### src/design/status_regs_defs.vh
// register offsets, field positions, reset values and timing for the status register bank
`ifndef STATUS_REGS_DEFS_VH
`define STATUS_REGS_DEFS_VH

// register offsets
`define ADDR_TICK          8'h00
`define ADDR_SUMMARY       8'h01
`define ADDR_SUPPLY        8'h02
`define ADDR_MEMTEMP       8'h03
`define ADDR_LINK          8'h04

// summary_status fields
`define SUM_DSP            7
`define SUM_LINK           5
`define SUM_MEMTEMP        4
`define SUM_SUPPLY         3
`define SUM_TEST           2
`define SUM_RESET          1
`define SUM_INIT           0

// supply_status fields
`define SUP_UV             7
`define SUP_ANALOG         3
`define SUP_DIGITAL        2
`define SUP_OTPREG         1
`define SUP_SEAL           0

// memory_temp_status fields
`define MT_FACTORY_OTP     7
`define MT_USER_OTP        6
`define MT_USER_REG        5
`define MT_WRITE_ACTIVE    4
`define MT_TEMP            2

// link_status fields
`define LINK_MISMATCH      7

// reset values
`define TICK_RESET         8'h00
`define MEMTEMP_RESET      8'h00
`define LINK_RESET         8'h00
`define SUPPLY_RESET       5'h00
`define RD_DATA_RESET      8'h00

// timing: system clock, primary oscillator, prescaler, delays
`define CLK_PERIOD_PS      4000
`define OSC_PERIOD_PS      100000
`define PRESCALE_DIV       1000
`define TICK_PERIOD_US     100
`define SUPPLY_RCV_TIME_NS 10000
`define DATA_VALID_NS      20000
`define OSC_DIV_CYCLES     (`OSC_PERIOD_PS / `CLK_PERIOD_PS)
`define SUPPLY_RCV_CYCLES  ((`SUPPLY_RCV_TIME_NS * 1000 + `CLK_PERIOD_PS - 1) / `CLK_PERIOD_PS)
`define DATA_VALID_CYCLES  ((`DATA_VALID_NS * 1000 + `CLK_PERIOD_PS - 1) / `CLK_PERIOD_PS)

`endif

### src/design/tick_counter_core.v
// free-running tick counter behind an oscillator enable and a divide-by-1000 prescaler
`include "status_regs_defs.vh"
`timescale 1ns/1ps
`default_nettype none
module tick_counter_core #(
   parameter OSC_DIV  = 25,
   parameter PRESCALE = 1000,
   parameter PRE_W    = 10,
   parameter WIDTH    = 8
) (
   input  wire             clk,
   input  wire             dev_rst,
   output reg  [WIDTH-1:0] count_reg
);
   localparam OSC_W = (OSC_DIV > 1) ? $clog2(OSC_DIV) : 1;
   localparam integer     OSC_LAST_I = OSC_DIV - 1;
   localparam integer     PRE_LAST_I = PRESCALE - 1;
   localparam [OSC_W-1:0] OSC_LAST   = OSC_LAST_I[OSC_W-1:0];
   localparam [PRE_W-1:0] PRE_LAST   = PRE_LAST_I[PRE_W-1:0];

   reg  [OSC_W-1:0] osc_cnt_reg;
   reg  [PRE_W-1:0] pre_cnt_reg;
   reg              osc_en_reg;
   wire             tick_en;

   // oscillator-rate enable pulse from the system clock
   always @(posedge clk) begin
      if (dev_rst) begin
         osc_cnt_reg <= {OSC_W{1'b0}};
         osc_en_reg  <= 1'b0;
      end else if (osc_cnt_reg == OSC_LAST) begin
         osc_cnt_reg <= {OSC_W{1'b0}};
         osc_en_reg  <= 1'b1;
      end else begin
         osc_cnt_reg <= osc_cnt_reg + 1'b1;
         osc_en_reg  <= 1'b0;
      end
   end

   assign tick_en = osc_en_reg && (pre_cnt_reg == PRE_LAST);

   // prescaler divides the oscillator by 1000; counter wraps after 255
   always @(posedge clk) begin
      if (dev_rst) begin
         pre_cnt_reg <= {PRE_W{1'b0}};
         count_reg   <= `TICK_RESET;
      end else if (osc_en_reg) begin
         pre_cnt_reg <= (pre_cnt_reg == PRE_LAST) ? {PRE_W{1'b0}} : pre_cnt_reg + 1'b1;
         if (tick_en)
            count_reg <= count_reg + 1'b1;
      end
   end
endmodule
`default_nettype wire

### src/design/supply_status_core.v
// supply fault flags held by one shared recovery timer
`include "status_regs_defs.vh"
`timescale 1ns/1ps
`default_nettype none
module supply_status_core #(
   parameter RCV_CYCLES = 2500,
   parameter CNT_W      = 12
) (
   input  wire       clk,
   input  wire       dev_rst,
   input  wire [4:0] mon,
   input  wire       report_disable,
   output reg  [4:0] flags_reg,
   output reg        any_reg
);
   localparam integer     RCV_LOAD_I = RCV_CYCLES;
   localparam [CNT_W-1:0] RCV_LOAD   = RCV_LOAD_I[CNT_W-1:0];

   reg  [CNT_W-1:0] timer_reg;
   wire             src_any;
   wire             hold;
   reg  [4:0]       flags_next;

   assign src_any = |mon;
   assign hold    = (timer_reg != {CNT_W{1'b0}});

   // flags follow the monitors; hold until the timer runs out unless disabled
   always @* begin
      if (report_disable)
         flags_next = mon;
      else
         flags_next = mon | (flags_reg & {5{hold}});
   end

   // shared recovery timer, reloaded while any fault is present
   always @(posedge clk) begin
      if (dev_rst) begin
         timer_reg <= {CNT_W{1'b0}};
         flags_reg <= `SUPPLY_RESET;
         any_reg   <= 1'b0;
      end else begin
         if (src_any)
            timer_reg <= RCV_LOAD;
         else if (hold)
            timer_reg <= timer_reg - 1'b1;
         flags_reg <= flags_next;
         any_reg   <= |flags_next;
      end
   end
endmodule
`default_nettype wire

### src/design/status_tick_regs.v
// read-only status and tick counter register bank of the pressure sensor
//
// Overview of operation
// - free-running 8-bit tick counter, 100 us step
// - 10-bit prescaler divides oscillator by 1000
// - all status registers read-only on either interface
// - summary bit 7 ORs three filter flags
// - summary bit 5 set by any link bit
// - summary bit 4 ORs five memory/temperature flags
// - summary bit 3 ORs five supply flags
// - summary bit 2 shows test mode, sticky
// - summary bit 1 set on reset, read clears
// - summary bit 0 set until data valid
// - supply bit 7 reports supply undervoltage
// - supply bit 3 reports analog regulator fault
// - supply bit 2 reports digital regulator fault
// - supply bit 1 reports OTP regulator fault
// - supply bit 0 reports edge seal break
// - shared recovery timer, clearing per disable bit
// - link bit 7 mismatch, cleared by read/transmission
// - memory/temperature errors cleared by read/transmission
// - OTP write active follows write in progress
`include "status_regs_defs.vh"
`timescale 1ns/1ps
`default_nettype none
module status_tick_regs #(
   parameter OSC_DIV_CYCLES    = `OSC_DIV_CYCLES,
   parameter PRESCALE_DIV      = `PRESCALE_DIV,
   parameter SUPPLY_RCV_CYCLES = `SUPPLY_RCV_CYCLES,
   parameter DATA_VALID_CYCLES = `DATA_VALID_CYCLES,
   parameter TIMER_W           = 16
) (
   input  wire       CLK_SYS,
   input  wire       SRST,
   input  wire       SOFT_RESET,
   // register read and write requests
   input  wire       RD_EN,
   input  wire [7:0] RD_ADDR,
   input  wire       WR_EN,
   input  wire [7:0] WR_ADDR,
   // clears from outgoing status fields
   input  wire       TX_SUMMARY_CLR,
   input  wire       TX_MEMTEMP_CLR,
   input  wire       TX_LINK_CLR,
   // filter flags and test mode operations
   input  wire       SELFTEST_INCOMPLETE,
   input  wire       COMMON_MODE_FAULT,
   input  wire       SELFTEST_FAULT,
   input  wire       TEST_MODE_ENTER,
   input  wire       TEST_MODE_EXIT,
   // supply monitors and their report control
   input  wire       SUPPLY_UV_MON,
   input  wire       ANALOG_REG_MON,
   input  wire       DIGITAL_REG_MON,
   input  wire       OTP_REG_MON,
   input  wire       EDGE_SEAL_MON,
   input  wire       SUPPLY_REPORT_DISABLE,
   // memory and temperature error sources
   input  wire       FACTORY_OTP_FAULT,
   input  wire       USER_OTP_FAULT,
   input  wire       USER_REG_CHECK_FAULT,
   input  wire       OTP_WRITE_BUSY,
   input  wire       TEMPERATURE_FAULT,
   // link error source
   input  wire       READBACK_MISMATCH,
   // read answer, write refusal, status field copy
   output reg  [7:0] RD_DATA,
   output reg        RD_VALID,
   output reg        WR_IGNORED,
   output reg  [7:0] SUMMARY_STATUS
);
   // init sequence states
   localparam [2:0] ST_IDLE  = 3'b001;
   localparam [2:0] ST_WAIT  = 3'b010;
   localparam [2:0] ST_READY = 3'b100;

   // last count of the data-valid delay, cut to the timer width
   localparam integer       DV_LAST_I = DATA_VALID_CYCLES - 1;
   localparam [TIMER_W-1:0] DV_LAST   = DV_LAST_I[TIMER_W-1:0];

   // recovery timer width, room for the full reload value
   localparam RCV_W = $clog2(SUPPLY_RCV_CYCLES + 1);

   // true when an address lands on one of this bank's registers
   function is_bank_addr;
      input [7:0] a;
      begin
         if (a == `ADDR_TICK)
            is_bank_addr = 1'b1;
         else if (a == `ADDR_SUMMARY)
            is_bank_addr = 1'b1;
         else if (a == `ADDR_SUPPLY)
            is_bank_addr = 1'b1;
         else if (a == `ADDR_MEMTEMP)
            is_bank_addr = 1'b1;
         else if (a == `ADDR_LINK)
            is_bank_addr = 1'b1;
         else
            is_bank_addr = 1'b0;
      end
   endfunction

   // reset and submodule results
   wire             dev_rst;
   wire [7:0]       tick_count;
   wire [4:0]       supply_flags;
   wire             supply_any;
   wire [4:0]       supply_mon;

   // read strobes and error events
   wire             rd_summary;
   wire             rd_memtemp;
   wire             rd_link;
   wire             clr_memtemp;
   wire [3:0]       mt_evt;

   // group summaries
   wire             dsp_any;
   wire             memtemp_any;
   wire             link_any;

   // status flags
   reg  [3:0]       mt_err_reg;
   reg              mt_busy_reg;
   reg              link_mismatch_reg;
   reg              reset_occurred_reg;
   reg              test_state_reg;
   reg              init_pending_reg;

   // init sequence
   reg  [2:0]       init_state_reg;
   reg  [2:0]       init_state_next;
   reg  [TIMER_W-1:0] dv_cnt_reg;

   // register images and read select
   reg  [7:0]       supply_byte;
   reg  [7:0]       memtemp_byte;
   reg  [7:0]       link_byte;
   reg  [7:0]       summary_byte;
   reg  [7:0]       rd_mux;

   // soft reset acts as a device reset for everything but test mode and the registered outputs
   assign dev_rst = SRST | SOFT_RESET;

   // tick counter with its oscillator divider and prescaler
   tick_counter_core #(
      .OSC_DIV  (OSC_DIV_CYCLES),
      .PRESCALE (PRESCALE_DIV),
      .PRE_W    (10),
      .WIDTH    (8)
   ) u_tick (
      .clk       (CLK_SYS),
      .dev_rst   (dev_rst),
      .count_reg (tick_count)
   );

   // monitor levels in supply flag order
   assign supply_mon = {SUPPLY_UV_MON, ANALOG_REG_MON, DIGITAL_REG_MON,
                        OTP_REG_MON, EDGE_SEAL_MON};

   // supply flags with shared recovery timer
   supply_status_core #(
      .RCV_CYCLES (SUPPLY_RCV_CYCLES),
      .CNT_W      (RCV_W)
   ) u_supply (
      .clk            (CLK_SYS),
      .dev_rst        (dev_rst),
      .mon            (supply_mon),
      .report_disable (SUPPLY_REPORT_DISABLE),
      .flags_reg      (supply_flags),
      .any_reg        (supply_any)
   );

   // read strobes that carry a clear side effect
   assign rd_summary  = RD_EN && (RD_ADDR == `ADDR_SUMMARY);
   assign rd_memtemp  = RD_EN && (RD_ADDR == `ADDR_MEMTEMP);
   assign rd_link     = RD_EN && (RD_ADDR == `ADDR_LINK);
   assign clr_memtemp = rd_memtemp | TX_MEMTEMP_CLR;

   // sticky memory/temperature error sources: factory, user otp, user reg, temp
   assign mt_evt = {FACTORY_OTP_FAULT, USER_OTP_FAULT, USER_REG_CHECK_FAULT,
                    TEMPERATURE_FAULT};

   // one sticky flag per error source; a new event wins over the clear
   genvar gi;
   generate
      for (gi = 0; gi < 4; gi = gi + 1) begin : g_mt_flag
         always @(posedge CLK_SYS) begin
            if (dev_rst)
               mt_err_reg[gi] <= 1'b0;
            else
               mt_err_reg[gi] <= mt_evt[gi] | (mt_err_reg[gi] & ~clr_memtemp);
         end
      end
   endgenerate

   // write-active mirrors the write in progress, clears by itself
   always @(posedge CLK_SYS) begin
      if (dev_rst)
         mt_busy_reg <= 1'b0;
      else
         mt_busy_reg <= OTP_WRITE_BUSY;
   end

   // readback mismatch flag, cleared by read or status transmission
   always @(posedge CLK_SYS) begin
      if (dev_rst)
         link_mismatch_reg <= 1'b0;
      else
         link_mismatch_reg <= READBACK_MISMATCH |
                              (link_mismatch_reg & ~(rd_link | TX_LINK_CLR));
   end

   // reset-occurred flag: set by reset, cleared by read or transmission
   always @(posedge CLK_SYS) begin
      if (dev_rst)
         reset_occurred_reg <= 1'b1;
      else if (rd_summary | TX_SUMMARY_CLR)
         reset_occurred_reg <= 1'b0;
   end

   // test mode survives soft reset; only power cycle or test op clears it
   always @(posedge CLK_SYS) begin
      if (SRST)
         test_state_reg <= 1'b0;
      else if (TEST_MODE_ENTER)
         test_state_reg <= 1'b1;
      else if (TEST_MODE_EXIT)
         test_state_reg <= 1'b0;
   end

   // init sequence: hold init pending until the data-valid delay passes
   always @* begin
      init_state_next = init_state_reg;
      case (init_state_reg)
         ST_IDLE: begin
            init_state_next = ST_WAIT;
         end
         ST_WAIT: begin
            if (dv_cnt_reg == DV_LAST)
               init_state_next = ST_READY;
         end
         ST_READY: begin
            init_state_next = ST_READY;
         end
         default: begin
            init_state_next = ST_IDLE;
         end
      endcase
   end

   // data-valid delay counter and init pending flag
   always @(posedge CLK_SYS) begin
      if (dev_rst) begin
         init_state_reg   <= ST_IDLE;
         dv_cnt_reg       <= {TIMER_W{1'b0}};
         init_pending_reg <= 1'b1;
      end else begin
         init_state_reg <= init_state_next;
         if (init_state_reg == ST_WAIT)
            dv_cnt_reg <= dv_cnt_reg + 1'b1;
         init_pending_reg <= (init_state_next != ST_READY);
      end
   end

   // group summaries, recomputed every cycle from their sources
   assign dsp_any     = SELFTEST_INCOMPLETE | COMMON_MODE_FAULT | SELFTEST_FAULT;
   assign memtemp_any = (|mt_err_reg) | mt_busy_reg;
   assign link_any    = |link_byte;

   // assemble supply, memory/temperature and link register images
   always @* begin
      supply_byte                    = 8'h00;
      supply_byte[`SUP_UV]           = supply_flags[4];
      supply_byte[`SUP_ANALOG]       = supply_flags[3];
      supply_byte[`SUP_DIGITAL]      = supply_flags[2];
      supply_byte[`SUP_OTPREG]       = supply_flags[1];
      supply_byte[`SUP_SEAL]         = supply_flags[0];
      memtemp_byte                   = `MEMTEMP_RESET;
      memtemp_byte[`MT_FACTORY_OTP]  = mt_err_reg[3];
      memtemp_byte[`MT_USER_OTP]     = mt_err_reg[2];
      memtemp_byte[`MT_USER_REG]     = mt_err_reg[1];
      memtemp_byte[`MT_WRITE_ACTIVE] = mt_busy_reg;
      memtemp_byte[`MT_TEMP]         = mt_err_reg[0];
      link_byte                      = `LINK_RESET;
      link_byte[`LINK_MISMATCH]      = link_mismatch_reg;
   end

   // summary register image; bit 6 reserved, reads zero
   always @* begin
      summary_byte               = 8'h00;
      summary_byte[`SUM_DSP]     = dsp_any;
      summary_byte[`SUM_LINK]    = link_any;
      summary_byte[`SUM_MEMTEMP] = memtemp_any;
      summary_byte[`SUM_SUPPLY]  = supply_any;
      summary_byte[`SUM_TEST]    = test_state_reg;
      summary_byte[`SUM_RESET]   = reset_occurred_reg;
      summary_byte[`SUM_INIT]    = init_pending_reg;
   end

   // read data select; unmapped addresses read zero
   always @* begin
      if (RD_ADDR == `ADDR_TICK)
         rd_mux = tick_count;
      else if (RD_ADDR == `ADDR_SUMMARY)
         rd_mux = summary_byte;
      else if (RD_ADDR == `ADDR_SUPPLY)
         rd_mux = supply_byte;
      else if (RD_ADDR == `ADDR_MEMTEMP)
         rd_mux = memtemp_byte;
      else if (RD_ADDR == `ADDR_LINK)
         rd_mux = link_byte;
      else
         rd_mux = 8'h00;
   end

   // registered read answer, value captured before any clear
   always @(posedge CLK_SYS) begin
      if (SRST) begin
         RD_DATA  <= `RD_DATA_RESET;
         RD_VALID <= 1'b0;
      end else begin
         RD_VALID <= RD_EN;
         if (RD_EN)
            RD_DATA <= rd_mux;
      end
   end

   // writes change nothing here; a hit on the bank is reported
   always @(posedge CLK_SYS) begin
      if (SRST)
         WR_IGNORED <= 1'b0;
      else
         WR_IGNORED <= WR_EN && is_bank_addr(WR_ADDR);
   end

   // summary image also driven out for the data-frame status field
   always @(posedge CLK_SYS) begin
      if (SRST)
         SUMMARY_STATUS <= 8'h00;
      else
         SUMMARY_STATUS <= summary_byte;
   end
endmodule
`default_nettype wire

### config.mk
export PLATFORM = sky130hd
export DESIGN_NAME = status_tick_regs
export DESIGN_NICKNAME = d
export VERILOG_FILES = /design/src/design/tick_counter_core.v /design/src/design/supply_status_core.v /design/src/design/status_tick_regs.v
export VERILOG_INCLUDE_DIRS = /design/src /design/src/design
export SDC_FILE = /design/constraint.sdc
export NUM_CORES = 1
export LEC_CHECK = 0
export ABC_AREA = 1
export BUFFER_PORTS_ARGS = -buffer_cell sky130_fd_sc_hd__buf_2
export CORE_MARGIN = 3
export CORE_UTILIZATION = 45
export DETAILED_ROUTE_END_ITERATION = 6
export GPL_ROUTABILITY_DRIVEN = 0
export PLACE_DENSITY = 0.77
export SETUP_SLACK_MARGIN = 0.15
export SYNTH_ARGS = -nofsm -noshare
export SYNTH_HDL_FRONTEND = slang
export SYNTH_HIERARCHICAL = 1
export SYNTH_SLANG_ARGS = --single-unit
### constraint.sdc
create_clock -name CLK_SYS -period 1.3 [get_ports CLK_SYS]
set_input_delay 0.13 -clock CLK_SYS [delete_from_list [all_inputs] [get_ports CLK_SYS]]
set_output_delay 0.13 -clock CLK_SYS [all_outputs]
set_load 0.02 [all_outputs]
==> results of run 1 <==
## cells in the final DEF, fill, tap and decap left out, types with 3 or more instances in the layout
master / netlist / final
o21ai_1: 2 / 7
nand3_2: 3 / 8
buf_6: 2 / 11
nor3_1: 16 / 7
dfxtp_4: 0 / 15
nand2_1: 109 / 92
dlygate4sd3_1: 0 / 8
nand3_4: 0 / 8
dfxtp_2: 0 / 20
ha_1: 7 / 4
nand2_2: 9 / 14
a21oi_2: 8 / 14
nor2_4: 9 / 21
a21oi_1: 34 / 26
o21a_1: 4 / 4
clkinvlp_4: 0 / 3
a31oi_1: 5 / 5
buf_4: 1 / 48
nand3_1: 41 / 28
o21ai_2: 0 / 9
o21ai_0: 18 / 4
nand4_1: 15 / 15
ha_4: 0 / 3
buf_2: 5 / 57
inv_4: 0 / 4
inv_6: 0 / 3
nor3_2: 4 / 6
dfxtp_1: 87 / 52
inv_1: 81 / 65
clkbuf_8: 0 / 9
inv_2: 7 / 15
nor2_1: 94 / 77
nor2_2: 7 / 12
nand2_4: 2 / 12
xor2_1: 8 / 7
nor3_4: 0 / 7
## through the flow
stage	total power [mW]	TNS (ns)
finish	5.07	-0.214
global route	5.27	-1.13
CTS	5.03	-0.0308
detailed placement	3.31	-0.334
global placement	3.30	-0.0379
floorplan	3.11	-0.00406
## path summary, 6_finish.rpt
check | startpoint | endpoint | slack [ns] | depth (start not counted)
max | u_supply/timer_reg[1] | u_supply/any_reg | -0.09 | 9
min | WR_ADDR[6] | WR_IGNORED | 0.01 | 4
max reg2reg | u_supply/timer_reg[1] | u_supply/any_reg | -0.09 | 9
min reg2reg | u_supply/any_reg | SUMMARY_STATUS[3] | 0.44 | 2
## cell type report
class	count	area [um^2]	share of cell area [%]
multi-input cells	416	2760	45.0
flip-flops and latches	87	1820	29.7
repair buffers	124	850	13.9
inverters	89	367	5.98
well taps	129	161	2.63
clock buffers	10	128	2.08
clock inverters	6	45.0	0.734
## routing by layer
metal / track usage [%] / vias up / share of wire [%]
met5: 0 / - / 0
met4: 7.41 / 0 / 2.1
met3: 4.74 / 32 / 6.5
met2: 35.7 / 188 / 50
met1: 25.7 / 2100 / 42
li1: - / 2194 / -
## what timing repair did
item,CTS,global route
gates cloned,0,0
gates resized for setup,89,127
endpoints found under the hold margin,7,0
hold buffers,8,0
setup endpoints to repair,47,53
buffers inserted,9,18
pin swaps,44,52
## where the power goes
| part | total [mW] | switching [mW] | internal, mW |
|---|---|---|---|
| clock network | 1.73 | 1.03 | 0.702 |
| logic | 0.614 | 0.358 | 0.256 |
| registers | 2.73 | 0.0358 | 2.69 |
| total | 5.07 | 1.42 | 3.65 |
## critical path, cell delays in order (launching register included)
cell	delay, ns
dfxtp_2	0.33
inv_2	0.08
ha_4	0.15
nand2_4	0.05
nor2_4	0.10
nand2_4	0.12
a21oi_2	0.18
nand3_1	0.10
nor2_1	0.13
nor2_1	0.05
## cell families (layout without fill, tap and decap cells)
group / Yosys count / after routing / synth area share, %
simple gates: 318 / 318 / 34.9
flops: 87 / 87 / 40.5
compound gates: 80 / 80 / 11.2
fa+ha+maj: 7 / 7 / 2.04
xor+xnor: 10 / 10 / 2.04
other cells: 1 / 1 / 0.0872
buf+inv: 99 / 229 / 9.22
==> results.json, run 1 <==
{
  "status": "complete, but fails checks",
  "violations": "negative setup slack",
  "die_x_um": 104,
  "avgSynthCellArea_um2": 7.14,
  "cp_max_fo": 7,
  "critPathLaunchType": "flip-flop",
  "arrival_ns": 1.65,
  "yosysWarningCount": 6,
  "path_class": "reg -> reg",
  "async_flop_share_pct": 0,
  "synthesis.nets": 650,
  "finalWorstSetupSlack_ns": -0.0949,
  "cp-end-kind": "flip-flop",
  "start_util_pct": 46.3,
  "dp.cells": 810,
  "period_share_pct": 107,
  "io_buffers": 57,
  "dpl.hpwl_mm": 7.67,
  "drt_wl_total_mm": 12.7,
  "core_um2": 9280,
  "num_antenna_cells": 0,
  "grt_pass1_vias": 4264,
  "dieArea_um2": 10800,
  "post-synth-top-count-cell": "nand2_1",
  "grt_setup_unrepaired": "yes",
  "drtPass1Iterations": 4,
  "layoutNonFillerInstCount": 861,
  "nets": 775,
  "slew_viol_final": 0,
  "grt_util_all_layers_pct": 20.8,
  "peakVddDrop_mv": 0.574,
  "cts-root-buf": "clkbuf_8",
  "holdWs_ns": 0.0140,
  "htreeDepth": 3,
  "synth-main-ff-cell": "dfxtp_1",
  "rows": 35,
  "drt_iter0_markers": 197,
  "leakagePower_nw": 2.66,
  "final_hold_viol_count": 0,
  "clkTransAtPathRegs_ns": 0.09,
  "fin_util_pct": 66.1,
  "drv_cap": 0,
  "synth_top_area_share_pct": 40.5,
  "powerDensity_nw_per_um2": 827,
  "yosys.area.top_type": "dfxtp_1",
  "post-place-ws_ns": -0.0801,
  "synthTopCellsByCount": "nand2_1 (109), nor2_1 (94), dfxtp_1 (87), inv_1 (81), nand3_1 (41)",
  "die_height_um": 104,
  "drive_gt1_share_pct": 43.4,
  "fillers": 679,
  "setup_viol_count_final": 5,
  "antenna_found_initial": 0,
  "ant_nets": 0,
  "grt_first_pass_wirelength_mm": 18.9,
  "grt_max_degree": 19,
  "dr_total_vias": 4514,
  "vias_per_cell": 5.24,
  "fmax_mhz": 717,
  "dpl_cell_area_um2": 4970,
  "synth_seq_area_share_pct": 40.5,
  "synthDistinctLibCells": 43,
  "largest_reg_flops": 16,
  "cp.required_ns": 1.55,
  "cts_tree": "done",
  "area_growth_pct": 42.6,
  "ios": 59,
  "remaining_drc_errors": 0,
  "cts_buffer_depth": 2,
  "synth_seq_cells": 87,
  "syn_area_um2": 4300,
  "worstSkewPairLatency_ns": 0.36,
  "cts_sinks": 87,
  "synth_edf_count": 0,
  "syn_inst": 602,
  "final_area_um2": 6130,
  "min_period_ns": 1.39,
  "synthTopCellsByArea": "dfxtp_1 (41%), nand2_1 (9.5%), nor2_1 (8.2%)",
  "routedWlPerCell_um": 14.8,
  "skew_ns": 0.00957,
  "gr-total-overflow": 0,
  "cts_buffers": 9,
  "hold_path_class": "in -> reg"
}
Note: power is estimated with default switching activity, not from simulation.
==> run 2: changes to the inputs <==
--- a/config.mk
+++ b/config.mk
@@ -13,7 +13,6 @@
 export DETAILED_ROUTE_END_ITERATION = 6
 export GPL_ROUTABILITY_DRIVEN = 0
 export PLACE_DENSITY = 0.77
-export SETUP_SLACK_MARGIN = 0.15
 export SYNTH_ARGS = -nofsm -noshare
 export SYNTH_HDL_FRONTEND = slang
 export SYNTH_HIERARCHICAL = 1
==> constraint.sdc (replaced) <==
create_clock -name CLK_SYS -period 1.3 [get_ports CLK_SYS]
set_input_delay 0.065 -clock CLK_SYS [delete_from_list [all_inputs] [get_ports CLK_SYS]]
set_output_delay 0.065 -clock CLK_SYS [all_outputs]
set_load 0.02 [all_outputs]
==> results.json, run 2 (synthesis results as in run 1) <==
{
  "status": "complete, but fails checks",
  "violations": "negative setup slack",
  "critPathLaunchType": "flip-flop",
  "fmax_mhz": 720,
  "worstSkewPairLatency_ns": 0.36,
  "seqPwrFrac_pct": 48.8,
  "path_class": "reg -> reg",
  "regArea_um2": 1780,
  "area_growth_pct": 36.0,
  "routedWlPerCell_um": 13.7,
  "drt_wl_total_mm": 11.8,
  "vias_per_cell": 5.10,
  "worstHoldStart": "TX_MEMTEMP_CLR",
  "peakVddDrop_mv": 0.885,
  "final_hold_viol_count": 0,
  "skew_ns": 0.0126,
  "cp-end-kind": "flip-flop",
  "timing.rr.start": "u_supply/timer_reg[1]",
  "ff2ff_setup_slack_ns": -0.09,
  "p_comb_share_pct": 11.4,
  "drive_gt1_share_pct": 33.9,
  "slew_viol_final": 0,
  "rr_worst_depth": 9,
  "holdPathStages": 4,
  "core_um2": 9280,
  "start_util_pct": 46.3,
  "total_power_mw": 5.63,
  "clkPwrFrac_pct": 39.8,
  "cts-root-buf": "clkbuf_8",
  "powerDensity_nw_per_um2": 962,
  "arrival_ns": 1.64,
  "post-place-ws_ns": -0.126,
  "fillers": 765,
  "drtPass1Iterations": 5,
  "holdWs_ns": 0.0241,
  "die_x_um": 104,
  "drv_cap": 0,
  "setup_viol_count_final": 7,
  "finalWorstSetupSlack_ns": -0.0885,
  "power.switching_mw": 1.36,
  "cp.required_ns": 1.55,
  "hold_end": "memtemp_byte[2]",
  "final_common_cell": "nand2_1",
  "largest_reg_flops": 16,
  "layout_common_cells": "nand2_1 (100), nor2_1 (85), inv_1 (69)",
  "dp.cells": 817,
  "io_buffers": 57,
  "hold_path_class": "in -> reg",
  "dpl.hpwl_mm": 8.02,
  "leakagePower_nw": 2.56,
  "period_share_pct": 107,
  "sw_frac_of_total_pct": 24.2,
  "drt_iter0_markers": 251,
  "cts_tree": "done",
  "dieArea_um2": 10800,
  "clkTransAtPathRegs_ns": 0.08,
  "cp_max_fo": 5,
  "multiInputGateArea_um2": 2460,
  "grt_setup_unrepaired": "yes",
  "cts_sinks": 87,
  "num_antenna_cells": 0,
  "antenna_found_initial": 0,
  "grt_util_all_layers_pct": 21.1,
  "grt_first_pass_wirelength_mm": 19.0,
  "rows": 35,
  "htreeDepth": 3,
  "die_height_um": 104,
  "cts_buffer_depth": 2,
  "gr-total-overflow": 0,
  "layoutNonFillerInstCount": 864,
  "rr_endpoint": "u_supply/timer_reg[5]",
  "min_period_ns": 1.39,
  "ios": 59,
  "ant_nets": 0,
  "grt_pass1_vias": 4343,
  "grt_max_degree": 20,
  "remaining_drc_errors": 0,
  "nets": 778,
  "dr_total_vias": 4403,
  "internal-power_mw": 4.27,
  "cts_buffers": 9
}
## run 2: timing repair
item / in CTS / in global routing
hold buffers: 22 / 0
setup buffers: 0 / 8
pin swaps: 5 / 23
gates cloned: 1 / 0
gates resized for setup: 16 / 85
endpoints found under the setup margin: 18 / 38
endpoints found under the hold margin: 13 / 0
## run 2: worst max-delay path by stage
stage                                     start               endpoint  slack [ns]
after CTS                 u_supply/timer_reg[0]  u_supply/timer_reg[5]       -0.04
final                     u_supply/timer_reg[1]  u_supply/timer_reg[5]       -0.09
after floorplan           u_supply/timer_reg[0]       u_supply/any_reg      -0.004
after detailed placement  u_supply/timer_reg[0]       u_supply/any_reg       -0.13
after global routing      u_supply/timer_reg[4]  u_supply/timer_reg[5]       -0.15
after global placement    u_supply/timer_reg[0]  u_supply/timer_reg[5]       -0.04
## run 2: area by class of cell
class / instances / share of cell area (%)
Clock inverter: 6 / 1.86
Sequential cell: 87 / 30.5
Multi-Input combinational cell: 417 / 42.0
Tap cell: 129 / 2.76
Clock buffer: 10 / 2.18
Inverter: 89 / 5.80
Timing Repair Buffer: 126 / 14.9
## run 2: routing by layer
layer,vias up,wire length [um],global-route usage [%]
li1,2182,-,-
met5,-,0,0
met4,0,239,6.74
met2,138,5910,37.2
met1,2063,5020,25.5
met3,20,636,4.80
## run 2: power by group through the flow
stage	combinational [mW]	clock [mW]	sequential [mW]
floorplan	0.279	0	2.83
global placement	0.496	0	2.81
detailed placement	0.511	0	2.81
CTS	0.589	2.27	2.75
global route	0.701	2.40	2.75
finish	0.644	2.24	2.74
## run 2: worst max-delay path: stages, from the launching register on
cell     delay, ns
dfxtp_2       0.34
inv_2         0.08
ha_4          0.16
nand2_4       0.05
nor2_4        0.14
nand2_4       0.10
buf_6         0.13
nand4_1       0.07
xor2_1        0.15
nor2_1        0.05
## run 2: through the flow
stage / utilization (%) / TNS, ns / instance area [um^2]
2_1_floorplan: - / -0.00406 / 4320
3_3_place_gp: 53.8 / -0.107 / 5000
3_5_place_dp: 53.8 / -0.632 / 5000
4_1_cts: 59.4 / -0.0791 / 5520
5_1_grt: 63.0 / -1.45 / 5850
6_report: 63.0 / -0.256 / 5850
